[src/logic/lbfh_pkg.sv]
// Behaviour
// - Sample rate is master clock over (N+1)*16
// - Wait mode unaffected; enabled interrupts wake processor
// - Halt freezes registers and suspends all frames
// - Frame-done and watchdog sources, separate enables
// - Receive only after four idle half-bits
// - Forward frame end sets done, receive state
// - Backward frame end sets done, transmit state
// - Acknowledge with transmit state starts backward frame
// - Acknowledge after transmit re-arms forward reception
// - Deferred reply: force-transmit later sends backward byte
// - Force-transmit pulse of one cycle suffices
// - Divider low byte at 0x00, resets zero
// - Divider bits 9:8 at 0x01, rest reserved
// - Message byte 0 readable at 0x02
// - Message byte 1 readable at 0x03
// - Acknowledge bit clears itself after write
// - Length codes select 16, 17, 18, 24 bits
// - Force-transmit sends once any frame in progress ends, ignoring transmit-state bit
// - Done flag set at frame end, cleared by acknowledge
package lbfh_pkg;

  localparam int ADDR_W = 4;
  localparam int BYTE_W = 8;
  localparam int DIV_W = 10;

  localparam logic [3:0] OFS_DIV_LO = 4'h0;
  localparam logic [3:0] OFS_DIV_HI = 4'h1;
  localparam logic [3:0] OFS_FB0 = 4'h2;
  localparam logic [3:0] OFS_FB1 = 4'h3;
  localparam logic [3:0] OFS_FB2 = 4'h4;
  localparam logic [3:0] OFS_BD = 4'h5;
  localparam logic [3:0] OFS_CTRL = 4'h6;
  localparam logic [3:0] OFS_CSR = 4'h7;
  localparam logic [3:0] OFS_CSR1 = 4'h8;

  localparam logic [7:0] RESET_BYTE = 8'h00;

  localparam int CR_FTS = 0;
  localparam int CR_RTS = 1;
  localparam int CR_RTA = 2;
  localparam int CR_COMM_ENABLE_BIT = 3;
  localparam int CR_MLN_LO = 4;
  localparam int CR_MLN_HI = 5;
  localparam int CR_SMK = 6;
  localparam int CR_WDG_EN = 7;

  localparam int CSR_LINE_WATCHDOG_FLAG = 2;
  localparam int CSR_LINE_WATCHDOG_IRQ_ENABLE = 3;
  localparam int CSR_RTF = 4;
  localparam int CSR_EF = 5;
  localparam int CSR_ITF = 6;
  localparam int CSR_IEN = 7;
  localparam int CSR1_RDY = 3;

  localparam logic [1:0] MLN_16 = 2'h0;
  localparam logic [1:0] MLN_17 = 2'h1;
  localparam logic [1:0] MLN_18 = 2'h2;
  localparam logic [4:0] LEN_16 = 5'h10;
  localparam logic [4:0] LEN_17 = 5'h11;
  localparam logic [4:0] LEN_18 = 5'h12;
  localparam logic [4:0] LEN_24 = 5'h18;
  localparam int MSG_W = 24;

  localparam int TICKS_PER_HALF = 16;
  localparam logic [3:0] SAMPLE_TICK = 4'h8;
  localparam logic [3:0] LAST_TICK = 4'(TICKS_PER_HALF - 1);
  localparam int IDLE_HALVES = 4;
  localparam logic [6:0] IDLE_LAST = 7'(IDLE_HALVES * TICKS_PER_HALF - 1);

  localparam int TX_BITS = 9;
  localparam int TX_STOP_HALVES = 4;
  localparam logic [4:0] TX_DATA_HALVES = 5'(2 * TX_BITS);
  localparam logic [4:0] TX_LAST_HALF = 5'(2 * TX_BITS + TX_STOP_HALVES - 1);

  localparam int CLK_PERIOD_NS = 4;
  localparam int CLK_FREQ_KHZ = 1000000 / CLK_PERIOD_NS;
  localparam int WDG_TIME_MS = 500;
  localparam int WDG_CYCLES_DEF = WDG_TIME_MS * CLK_FREQ_KHZ;

  typedef enum logic [2:0] {
    ST_OFF,
    ST_IDLE_WAIT,
    ST_READY,
    ST_RX,
    ST_ACK_WAIT,
    ST_TX
  } lbfh_state_t;

endpackage

[src/logic/lbfh_prescaler.sv]
`timescale 1ns/100ps
module lbfh_prescaler
  import lbfh_pkg::*;
#(
  parameter int DIV_WIDTH = DIV_W
) (
  input wire logic clk,
  input wire logic rst_n,
  input wire logic run,
  input wire logic enable,
  input wire logic [DIV_WIDTH-1:0] divisor,
  output logic tick
);

  logic [DIV_WIDTH-1:0] cnt_q;

  generate
    if (DIV_WIDTH < 1 || DIV_WIDTH > 16) begin : g_bad_width
      $error("Divider width out of range");
    end
  endgenerate

  // Compare with >= so a divisor lowered mid-count cannot run away
  always_ff @(posedge clk or negedge rst_n) begin
    if (!rst_n) begin
      cnt_q <= '0;
      tick <= 1'b0;
    end else if (run) begin
      if (!enable) begin
        cnt_q <= '0;
        tick <= 1'b0;
      end else if (cnt_q >= divisor) begin
        cnt_q <= '0;
        tick <= 1'b1;
      end else begin
        cnt_q <= cnt_q + 1'b1;
        tick <= 1'b0;
      end
    end
  end

endmodule

[src/logic/lbfh_top.sv]
// Implementation choice: the plain strobed port.
`timescale 1ns/100ps
module lbfh_top
  import lbfh_pkg::*;
#(
  parameter int WDG_CYCLES = WDG_CYCLES_DEF
) (
  input wire logic CORE_CLK,
  input wire logic RESET_N,
  input wire logic [ADDR_W-1:0] ADDR,
  input wire logic [BYTE_W-1:0] WDATA,
  input wire logic WR_EN,
  input wire logic RD_EN,
  output logic [BYTE_W-1:0] RDATA,
  input wire logic HALT_MODE,
  input wire logic RX_LINE,
  output logic TX_LINE,
  output logic IRQ
);

  localparam int WDG_W = $clog2(WDG_CYCLES + 1);

  generate
    if (WDG_CYCLES < 2) begin : g_bad_wdg
      $error("Watchdog count too small");
    end
  endgenerate

  lbfh_state_t state_q, state_d;
  logic run;
  logic tick, tick_act;
  logic [DIV_W-1:0] div_q;
  logic [BYTE_W-1:0] bd_q;
  logic [1:0] mln_q;
  logic smk_q, comm_enable_bit_q, rts_q, fts_q, ack_q, wdg_en_q;
  logic ien_q, line_watchdog_irq_enable_q, itf_q, rtf_q, ef_q, line_watchdog_flag_q;
  logic fts_prev_q, fts_req_q, comm_enable_bit_set;
  logic [MSG_W-1:0] fb_q, shift_q;
  logic [3:0] t_cnt_q;
  logic [4:0] half_q, bit_cnt_q, msg_len, stop_idx;
  logic [6:0] idle_cnt_q;
  logic [WDG_W-1:0] wdg_cnt_q;
  logic h0_q, rx_last_q, rx_edge, samp, stop_phase, pair_ok;
  logic rx_done, tx_done, rx_err, enter_tx;
  logic [3:0] tx_idx;
  logic [TX_BITS-1:0] tx_frame;
  logic [BYTE_W-1:0] rd_d;

  // Halt freezes every register except RDATA and gap_ok_q; wait mode needs no input at all
  assign run = !HALT_MODE;
  assign tick_act = tick && run;
  // Only a fresh enable restarts the machine; rewriting the bit during a handshake must not
  assign comm_enable_bit_set = WR_EN && ADDR == OFS_CTRL && WDATA[CR_COMM_ENABLE_BIT] && !comm_enable_bit_q;

  lbfh_prescaler #(
    .DIV_WIDTH(DIV_W)
  ) lbfh_prescaler_i (
    .clk(CORE_CLK),
    .rst_n(RESET_N),
    .run(run),
    .enable(comm_enable_bit_q),
    .divisor(div_q),
    .tick(tick)
  );

  ////////////////////////////////////////////////////////////////////////////
  // Register writes

  always_ff @(posedge CORE_CLK or negedge RESET_N) begin
    if (!RESET_N) begin
      div_q <= '0;
      bd_q <= RESET_BYTE;
      {wdg_en_q, smk_q, mln_q, comm_enable_bit_q, ack_q, rts_q, fts_q} <= RESET_BYTE;
      ien_q <= 1'b0;
      line_watchdog_irq_enable_q <= 1'b0;
    end else if (run) begin
      ack_q <= 1'b0;
      if (WR_EN) begin
        if (ADDR == OFS_DIV_LO) begin
          div_q[BYTE_W-1:0] <= WDATA;
        end else if (ADDR == OFS_DIV_HI) begin
          div_q[DIV_W-1:BYTE_W] <= WDATA[DIV_W-BYTE_W-1:0];
        end else if (ADDR == OFS_BD) begin
          bd_q <= WDATA;
        end else if (ADDR == OFS_CTRL) begin
          wdg_en_q <= WDATA[CR_WDG_EN];
          smk_q <= WDATA[CR_SMK];
          mln_q <= WDATA[CR_MLN_HI:CR_MLN_LO];
          comm_enable_bit_q <= WDATA[CR_COMM_ENABLE_BIT];
          ack_q <= WDATA[CR_RTA];
          rts_q <= WDATA[CR_RTS];
          fts_q <= WDATA[CR_FTS];
        end else if (ADDR == OFS_CSR) begin
          ien_q <= WDATA[CSR_IEN];
          line_watchdog_irq_enable_q <= WDATA[CSR_LINE_WATCHDOG_IRQ_ENABLE];
        end
      end
    end
  end

  ////////////////////////////////////////////////////////////////////////////
  // Frame state machine

  always_comb begin
    case (mln_q)
      MLN_16: msg_len = LEN_16;
      MLN_17: msg_len = LEN_17;
      MLN_18: msg_len = LEN_18;
      default: msg_len = LEN_24;
    endcase
  end

  assign stop_idx = 5'(msg_len + 5'h01);
  assign rx_edge = RX_LINE != rx_last_q;
  assign samp = tick_act && !rx_edge && t_cnt_q == SAMPLE_TICK;
  assign stop_phase = bit_cnt_q == stop_idx;
  // Start bit is low then high; every bit must change mid-way
  assign pair_ok = (h0_q != RX_LINE) && (bit_cnt_q != 5'h00 || RX_LINE);
  assign enter_tx = state_q != ST_TX && state_d == ST_TX;

  always_comb begin
    state_d = state_q;
    rx_done = 1'b0;
    tx_done = 1'b0;
    rx_err = 1'b0;
    if (!comm_enable_bit_q) begin
      state_d = ST_OFF;
    end else if (comm_enable_bit_set) begin
      state_d = ST_IDLE_WAIT;
    end else begin
      case (state_q)
        ST_OFF: begin
          state_d = ST_IDLE_WAIT;
        end
        ST_IDLE_WAIT: begin
          if (fts_req_q) begin
            state_d = ST_TX;
          end else if (tick_act && RX_LINE && idle_cnt_q == IDLE_LAST) begin
            state_d = ST_READY;
          end
        end
        ST_READY: begin
          if (fts_req_q) begin
            state_d = ST_TX;
          end else if (tick_act && !RX_LINE) begin
            state_d = ST_RX;
          end
        end
        ST_RX: begin
          if (samp && stop_phase) begin
            rx_done = RX_LINE;
            rx_err = !RX_LINE;
            state_d = RX_LINE ? ST_ACK_WAIT : ST_IDLE_WAIT;
          end else if (samp && half_q[0] && !pair_ok) begin
            rx_err = 1'b1;
            state_d = ST_IDLE_WAIT;
          end
        end
        ST_ACK_WAIT: begin
          if (fts_req_q) begin
            state_d = ST_TX;
          end else if (ack_q) begin
            state_d = (rtf_q && rts_q) ? ST_TX : ST_IDLE_WAIT;
          end
        end
        ST_TX: begin
          if (tick_act && t_cnt_q == LAST_TICK && half_q == TX_LAST_HALF) begin
            tx_done = 1'b1;
            state_d = ST_ACK_WAIT;
          end
        end
        default: begin
          state_d = ST_OFF;
        end
      endcase
    end
  end

  always_ff @(posedge CORE_CLK or negedge RESET_N) begin
    if (!RESET_N) begin
      state_q <= ST_OFF;
    end else if (run) begin
      state_q <= state_d;
    end
  end

  ////////////////////////////////////////////////////////////////////////////
  // Phase counters and receive shifter

  always_ff @(posedge CORE_CLK or negedge RESET_N) begin
    if (!RESET_N) begin
      t_cnt_q <= 4'h0;
      half_q <= 5'h00;
      bit_cnt_q <= 5'h00;
      h0_q <= 1'b0;
      shift_q <= '0;
      rx_last_q <= 1'b1;
    end else if (run) begin
      if (tick) begin
        rx_last_q <= RX_LINE;
      end
      if (state_q != state_d) begin
        t_cnt_q <= 4'h0;
        half_q <= 5'h00;
        bit_cnt_q <= 5'h00;
        if (state_d == ST_RX) begin
          shift_q <= '0;
        end
      end else if (tick) begin
        // Every line edge re-centres the sample point
        if (state_q == ST_RX && rx_edge) begin
          t_cnt_q <= 4'h0;
        end else begin
          t_cnt_q <= t_cnt_q + 4'h1;
        end
        if (state_q == ST_TX && t_cnt_q == LAST_TICK) begin
          half_q <= half_q + 5'h01;
        end else if (state_q == ST_RX && samp) begin
          half_q <= half_q + 5'h01;
          if (!half_q[0]) begin
            h0_q <= RX_LINE;
          end else begin
            bit_cnt_q <= bit_cnt_q + 5'h01;
            if (bit_cnt_q != 5'h00) begin
              shift_q <= {shift_q[MSG_W-2:0], RX_LINE};
            end
          end
        end
      end
    end
  end

  // Idle time counts only while the line stays high
  always_ff @(posedge CORE_CLK or negedge RESET_N) begin
    if (!RESET_N) begin
      idle_cnt_q <= 7'h00;
    end else if (run) begin
      if (state_q != ST_IDLE_WAIT || !RX_LINE) begin
        idle_cnt_q <= 7'h00;
      end else if (tick && idle_cnt_q != IDLE_LAST) begin
        idle_cnt_q <= idle_cnt_q + 7'h01;
      end
    end
  end

  ////////////////////////////////////////////////////////////////////////////
  // Force-transmit catch and status flags

  // A one-cycle pulse on the bit is latched so it cannot be missed
  always_ff @(posedge CORE_CLK or negedge RESET_N) begin
    if (!RESET_N) begin
      fts_prev_q <= 1'b0;
      fts_req_q <= 1'b0;
    end else if (run) begin
      fts_prev_q <= fts_q;
      fts_req_q <= (fts_q && !fts_prev_q) || (fts_req_q && !enter_tx);
    end
  end

  always_ff @(posedge CORE_CLK or negedge RESET_N) begin
    if (!RESET_N) begin
      itf_q <= 1'b0;
      rtf_q <= 1'b0;
      ef_q <= 1'b0;
      fb_q <= '0;
    end else if (run) begin
      itf_q <= rx_done || tx_done || (itf_q && !ack_q);
      if (rx_done) begin
        rtf_q <= 1'b1;
        fb_q <= shift_q;
      end else if (tx_done) begin
        rtf_q <= 1'b0;
      end
      ef_q <= rx_err || (ef_q && !(WR_EN && ADDR == OFS_CSR && WDATA[CSR_EF]));
    end
  end

  // Line held low too long; flag drops only with the monitor enable
  always_ff @(posedge CORE_CLK or negedge RESET_N) begin
    if (!RESET_N) begin
      wdg_cnt_q <= '0;
      line_watchdog_flag_q <= 1'b0;
    end else if (run) begin
      if (!wdg_en_q || RX_LINE) begin
        wdg_cnt_q <= '0;
      end else if (wdg_cnt_q != WDG_W'(WDG_CYCLES - 1)) begin
        wdg_cnt_q <= wdg_cnt_q + 1'b1;
      end
      if (wdg_en_q && !RX_LINE && wdg_cnt_q == WDG_W'(WDG_CYCLES - 1)) begin
        line_watchdog_flag_q <= 1'b1;
      end else if (!wdg_en_q) begin
        line_watchdog_flag_q <= 1'b0;
      end
    end
  end

  ////////////////////////////////////////////////////////////////////////////
  // Read port and pins

  always_comb begin
    if (ADDR == OFS_DIV_LO) begin
      rd_d = div_q[BYTE_W-1:0];
    end else if (ADDR == OFS_DIV_HI) begin
      rd_d = BYTE_W'(div_q[DIV_W-1:BYTE_W]);
    end else if (ADDR == OFS_FB0) begin
      rd_d = fb_q[7:0];
    end else if (ADDR == OFS_FB1) begin
      rd_d = fb_q[15:8];
    end else if (ADDR == OFS_FB2) begin
      rd_d = fb_q[23:16];
    end else if (ADDR == OFS_BD) begin
      rd_d = bd_q;
    end else if (ADDR == OFS_CTRL) begin
      rd_d = {wdg_en_q, smk_q, mln_q, comm_enable_bit_q, ack_q, rts_q, fts_q};
    end else if (ADDR == OFS_CSR) begin
      rd_d = {ien_q, itf_q, ef_q, rtf_q, line_watchdog_irq_enable_q, line_watchdog_flag_q, 2'h0};
    end else if (ADDR == OFS_CSR1) begin
      rd_d = BYTE_W'({state_q == ST_READY, 3'h0});
    end else begin
      rd_d = RESET_BYTE;
    end
  end

  always_ff @(posedge CORE_CLK or negedge RESET_N) begin
    if (!RESET_N) begin
      RDATA <= RESET_BYTE;
    end else if (RD_EN) begin
      RDATA <= rd_d;
    end else begin
      RDATA <= RESET_BYTE;
    end
  end

  assign tx_frame = {1'b1, bd_q};
  assign tx_idx = 4'(TX_BITS - 1) - 4'(half_q[4:1]);

  // Bit value sits in the second half, its inverse in the first
  always_ff @(posedge CORE_CLK or negedge RESET_N) begin
    if (!RESET_N) begin
      TX_LINE <= 1'b1;
      IRQ <= 1'b0;
    end else if (run) begin
      if (state_q == ST_TX && half_q < TX_DATA_HALVES) begin
        TX_LINE <= half_q[0] ? tx_frame[tx_idx] : !tx_frame[tx_idx];
      end else begin
        TX_LINE <= 1'b1;
      end
      IRQ <= (itf_q && ien_q) || (line_watchdog_flag_q && line_watchdog_irq_enable_q);
    end
  end

  ////////////////////////////////////////////////////////////////////////////
  // Checks

  logic [DIV_W-1:0] gap_q;
  logic gap_ok_q;

  always_ff @(posedge CORE_CLK or negedge RESET_N) begin
    if (!RESET_N) begin
      gap_q <= '0;
      gap_ok_q <= 1'b0;
    end else if (!comm_enable_bit_q || (WR_EN && (ADDR == OFS_DIV_LO || ADDR == OFS_DIV_HI))) begin
      gap_ok_q <= 1'b0;
    end else if (run) begin
      gap_q <= tick ? '0 : gap_q + 1'b1;
      gap_ok_q <= gap_ok_q || tick;
    end
  end
endmodule

[config.mk]
export PLATFORM = sky130hd
export DESIGN_NAME = lbfh_top
export DESIGN_NICKNAME = d
export VERILOG_FILES = /design/src/logic/lbfh_pkg.sv /design/src/logic/lbfh_prescaler.sv /design/src/logic/lbfh_top.sv
export SDC_FILE = /design/constraint.sdc
export NUM_CORES = 1
export LEC_CHECK = 0
export BUFFER_PORTS_ARGS = -buffer_cell sky130_fd_sc_hd__buf_2
export CAP_MARGIN = 25
export CORE_MARGIN = 3
export CORE_UTILIZATION = 57
export CTS_CLUSTER_DIAMETER = 100
export DETAILED_ROUTE_END_ITERATION = 7
export GPL_ROUTABILITY_DRIVEN = 0
export PLACE_DENSITY = 0.74
export SYNTH_ARGS = -nofsm -noshare
export SYNTH_HDL_FRONTEND = slang
export SYNTH_HIERARCHICAL = 1
export SYNTH_SLANG_ARGS = --single-unit
[constraint.sdc]
create_clock -name CORE_CLK -period 3.7 [get_ports CORE_CLK]
set_input_delay 0.185 -clock CORE_CLK [delete_from_list [all_inputs] [get_ports CORE_CLK]]
set_output_delay 0.185 -clock CORE_CLK [all_outputs]
set_load 0.02 [all_outputs]
==> reports/qor.yml <==
run_status:
  outcome: "finished clean"
layout:
  postLayoutCellArea_sq_um: 9100
  layout_common_cells: "dfrtp_1, nor2_1, nand2_1"
  diodes: 0
  drive_gt1_share_pct: 20.5
  nets: 843
  layout_commonest_cell: "dfrtp_1"
  area_delta_synth_final_pct: 9.91
die:
  initial_utilization_pct: 59.0
  die_area_sq_um: 16000
  ios: 28
  rows: 43
  die_y_um: 127
  core_sq_um: 14000
  die_w_um: 127
global_route:
  grt_pass1_wl_mm: 32.2
  grt_pass1_vias: 6334
  grt_use_total_pct: 25.0
  grt_start_max_net_pins: 119
  grt_antenna_before_repair: 0
  grt_overflow: 0
cts:
  clock_latency_ps: 430
  ctsResizeCount: 0
  clkTransAtPathRegs_ps: 70
  clockBufferDepth: 2
  htree_levels: 4
  numCtsBuffers: 17
  cts_tree: "built"
  cts.sinks: 156
  cts-root-buf: "clkbuf_16"
synthesis:
  syn_nets: 817
  syn_area_sq_um: 8280
  yosysSeqAreaShare_pct: 47.2
  yosys_warnings: 6
  syn_inst: 774
  synth-main-ff-cell: "dfrtp_1"
  synth_cell_types: 90
  ys_async_sr_fraction_pct: 100
  synth_edf_count: 0
  synth.avg_cell_area_sq_um: 10.7
  yosys_register_bits: 156
hold_path:
  hp-class: "primary input to flip-flop"
sta:
  rsz0062_at_grt: "false"
  period_share_pct: 89.2
  finClkSkew_ps: 7.81
  hold_viol: 0
  period_minus_slack_ps: 3300
  slew_violations: 0
  max_freq_mhz: 303
  totalNegativeSetupSlack_ps: 0
  setup_viol: 0
  worst-slew-pin-transition_ps: 965
  worst_slew_margin_rel_pct: 35.6
setup_path:
  crit_arrival_ps: 3660
  cp-start-kind: "flip-flop"
  crit_family: "simple AND/OR/NAND/NOR gates"
  critPathKind: "flip-flop to flip-flop"
  critPathMaxFanout: 24
  end_kind: "flip-flop"
  cp_num_buf_inv: 1
  slowest_stage: "nor3b_4"
  max_stage_delay_ps: 860
  cp.required_ps: 4060
  cp_cell_sequence: "inv_1, ha_1, and4b_1, nor3_2, o211ai_1, a31oi_1, o211a_1, nor3b_4, a22o_2"
route:
  ant_nets: 0
  vias_per_cell: 6.35
  drt_pre_antenna_iters: 5
  vias: 6301
  drc: 0
  wire_per_inst_um: 19.4
  wirelength_mm: 19.2
  drtIter0Drc: 478
power_and_ir_drop:
  ir_drop_mv: 0.433
  leakagePower_nw: 4.07
  p_per_area_nw_per_um2: 461
place:
  dp_hpwl_mm: 13.5
  io_buffers: 27
  placedInstanceArea_sq_um: 8510
flow_run:
  max_cap_violations: 0
through the flow:
step | power (W) | hold WS (ps) | setup slack [ps] | util (%) | std cells
finish | 0.00420 | 47.4 | 399 | 64.8 | 993
global route | 0.00438 | 43.4 | 179 | 64.8 | 993
CTS | 0.00421 | 37.5 | 486 | 64.6 | 992
detailed placement | 0.00257 | 423 | 511 | 60.6 | 959
global placement | 0.00254 | 407 | 658 | 60.6 | 959
floorplan | 0.00239 | -111 | 1240 | - | 774
logic make-up (layout without fill, tap and decap cells):
| family | after synthesis | count (layout) | share of synthesized area (%) |
|---|---|---|---|
| simple gates | 266 | 266 | 17.4 |
| compound gates | 160 | 160 | 13.8 |
| flops | 156 | 156 | 47.2 |
| mux | 71 | 71 | 10.6 |
| buf+inv | 67 | 106 | 4.17 |
| xor+xnor | 29 | 29 | 3.07 |
| fa+ha+maj | 25 | 25 | 3.78 |
state kept, by name (all words and copies together), names as in the netlist, 2 cells and up:
signal	flops
wdg_cnt_q	27
fb_q	24
shift_q	24
div_q	10
lbfh_prescaler_i/cnt_q	10
RDATA	8
bd_q	8
idle_cnt_q	7
bit_cnt_q	5
half_q	5
t_cnt_q	4
state_q	3
mln_q	2
routing by layer:
layer | global-route usage (%) | part of all wire (%) | up-vias
met5 | 0 | 0 | -
met4 | 10.6 | 3.2 | 0
met3 | 5.18 | 5.1 | 44
met2 | 38.8 | 47 | 198
met1 | 34.4 | 44 | 3189
li1 | - | - | 2870
power breakdown:
group | total [W] | leakage, nW | internal (W) | switching [W]
Combinational | 0.000611 | 1.67 | 0.000253 | 0.000359
Clock | 0.00164 | 0.271 | 0.000881 | 0.000761
Sequential | 0.00195 | 2.13 | 0.00181 | 0.000137
cells in the mapped netlist (all sizes together), types with 12 or more instances:
master,instances,area (sq um)
dfrtp,154,3850
nand3,36,198
mux2,55,619
nor3,16,85.1
ha,25,313
xor2,17,149
a21oi,26,141
inv,36,135
nor2,65,244
a22o,25,224
nand2,59,221
buf,14,119
nand4,20,125
clkbuf,16,81.3
xnor2,12,105
o21ai,39,199
timing repair:
item	in CTS	in global routing
endpoints found under the hold margin	96	0
buffers inserted	0	0
hold buffers	1	0
worst paths after layout:
check	startpoint	endpoint	slack, ps	depth (start not counted)
setup / recovery	mln_q[0]	shift_q[2]	400	9
min in group asynchronous	RESET_N	idle_cnt_q[0]	250	2
hold / removal	WDATA[6]	bd_q[6]	50	2
max in group asynchronous	RESET_N	lbfh_prescaler_i/cnt_q[4]	2730	3
hold reg to reg	fts_prev_q	fts_req_q	460	1
setup reg to reg	mln_q[0]	shift_q[2]	400	9
area by class of cell:
class | instances | area (sq um)
Inverter | 36 | 135
Fill cell | 1097 | 4940
Multi-Input combinational cell | 551 | 4030
Clock buffer | 17 | 425
Clock inverter | 15 | 134
Sequential cell | 156 | 3910
Tap cell | 180 | 225
Timing Repair Buffer | 38 | 246
(Power assumes the default switching activity.)
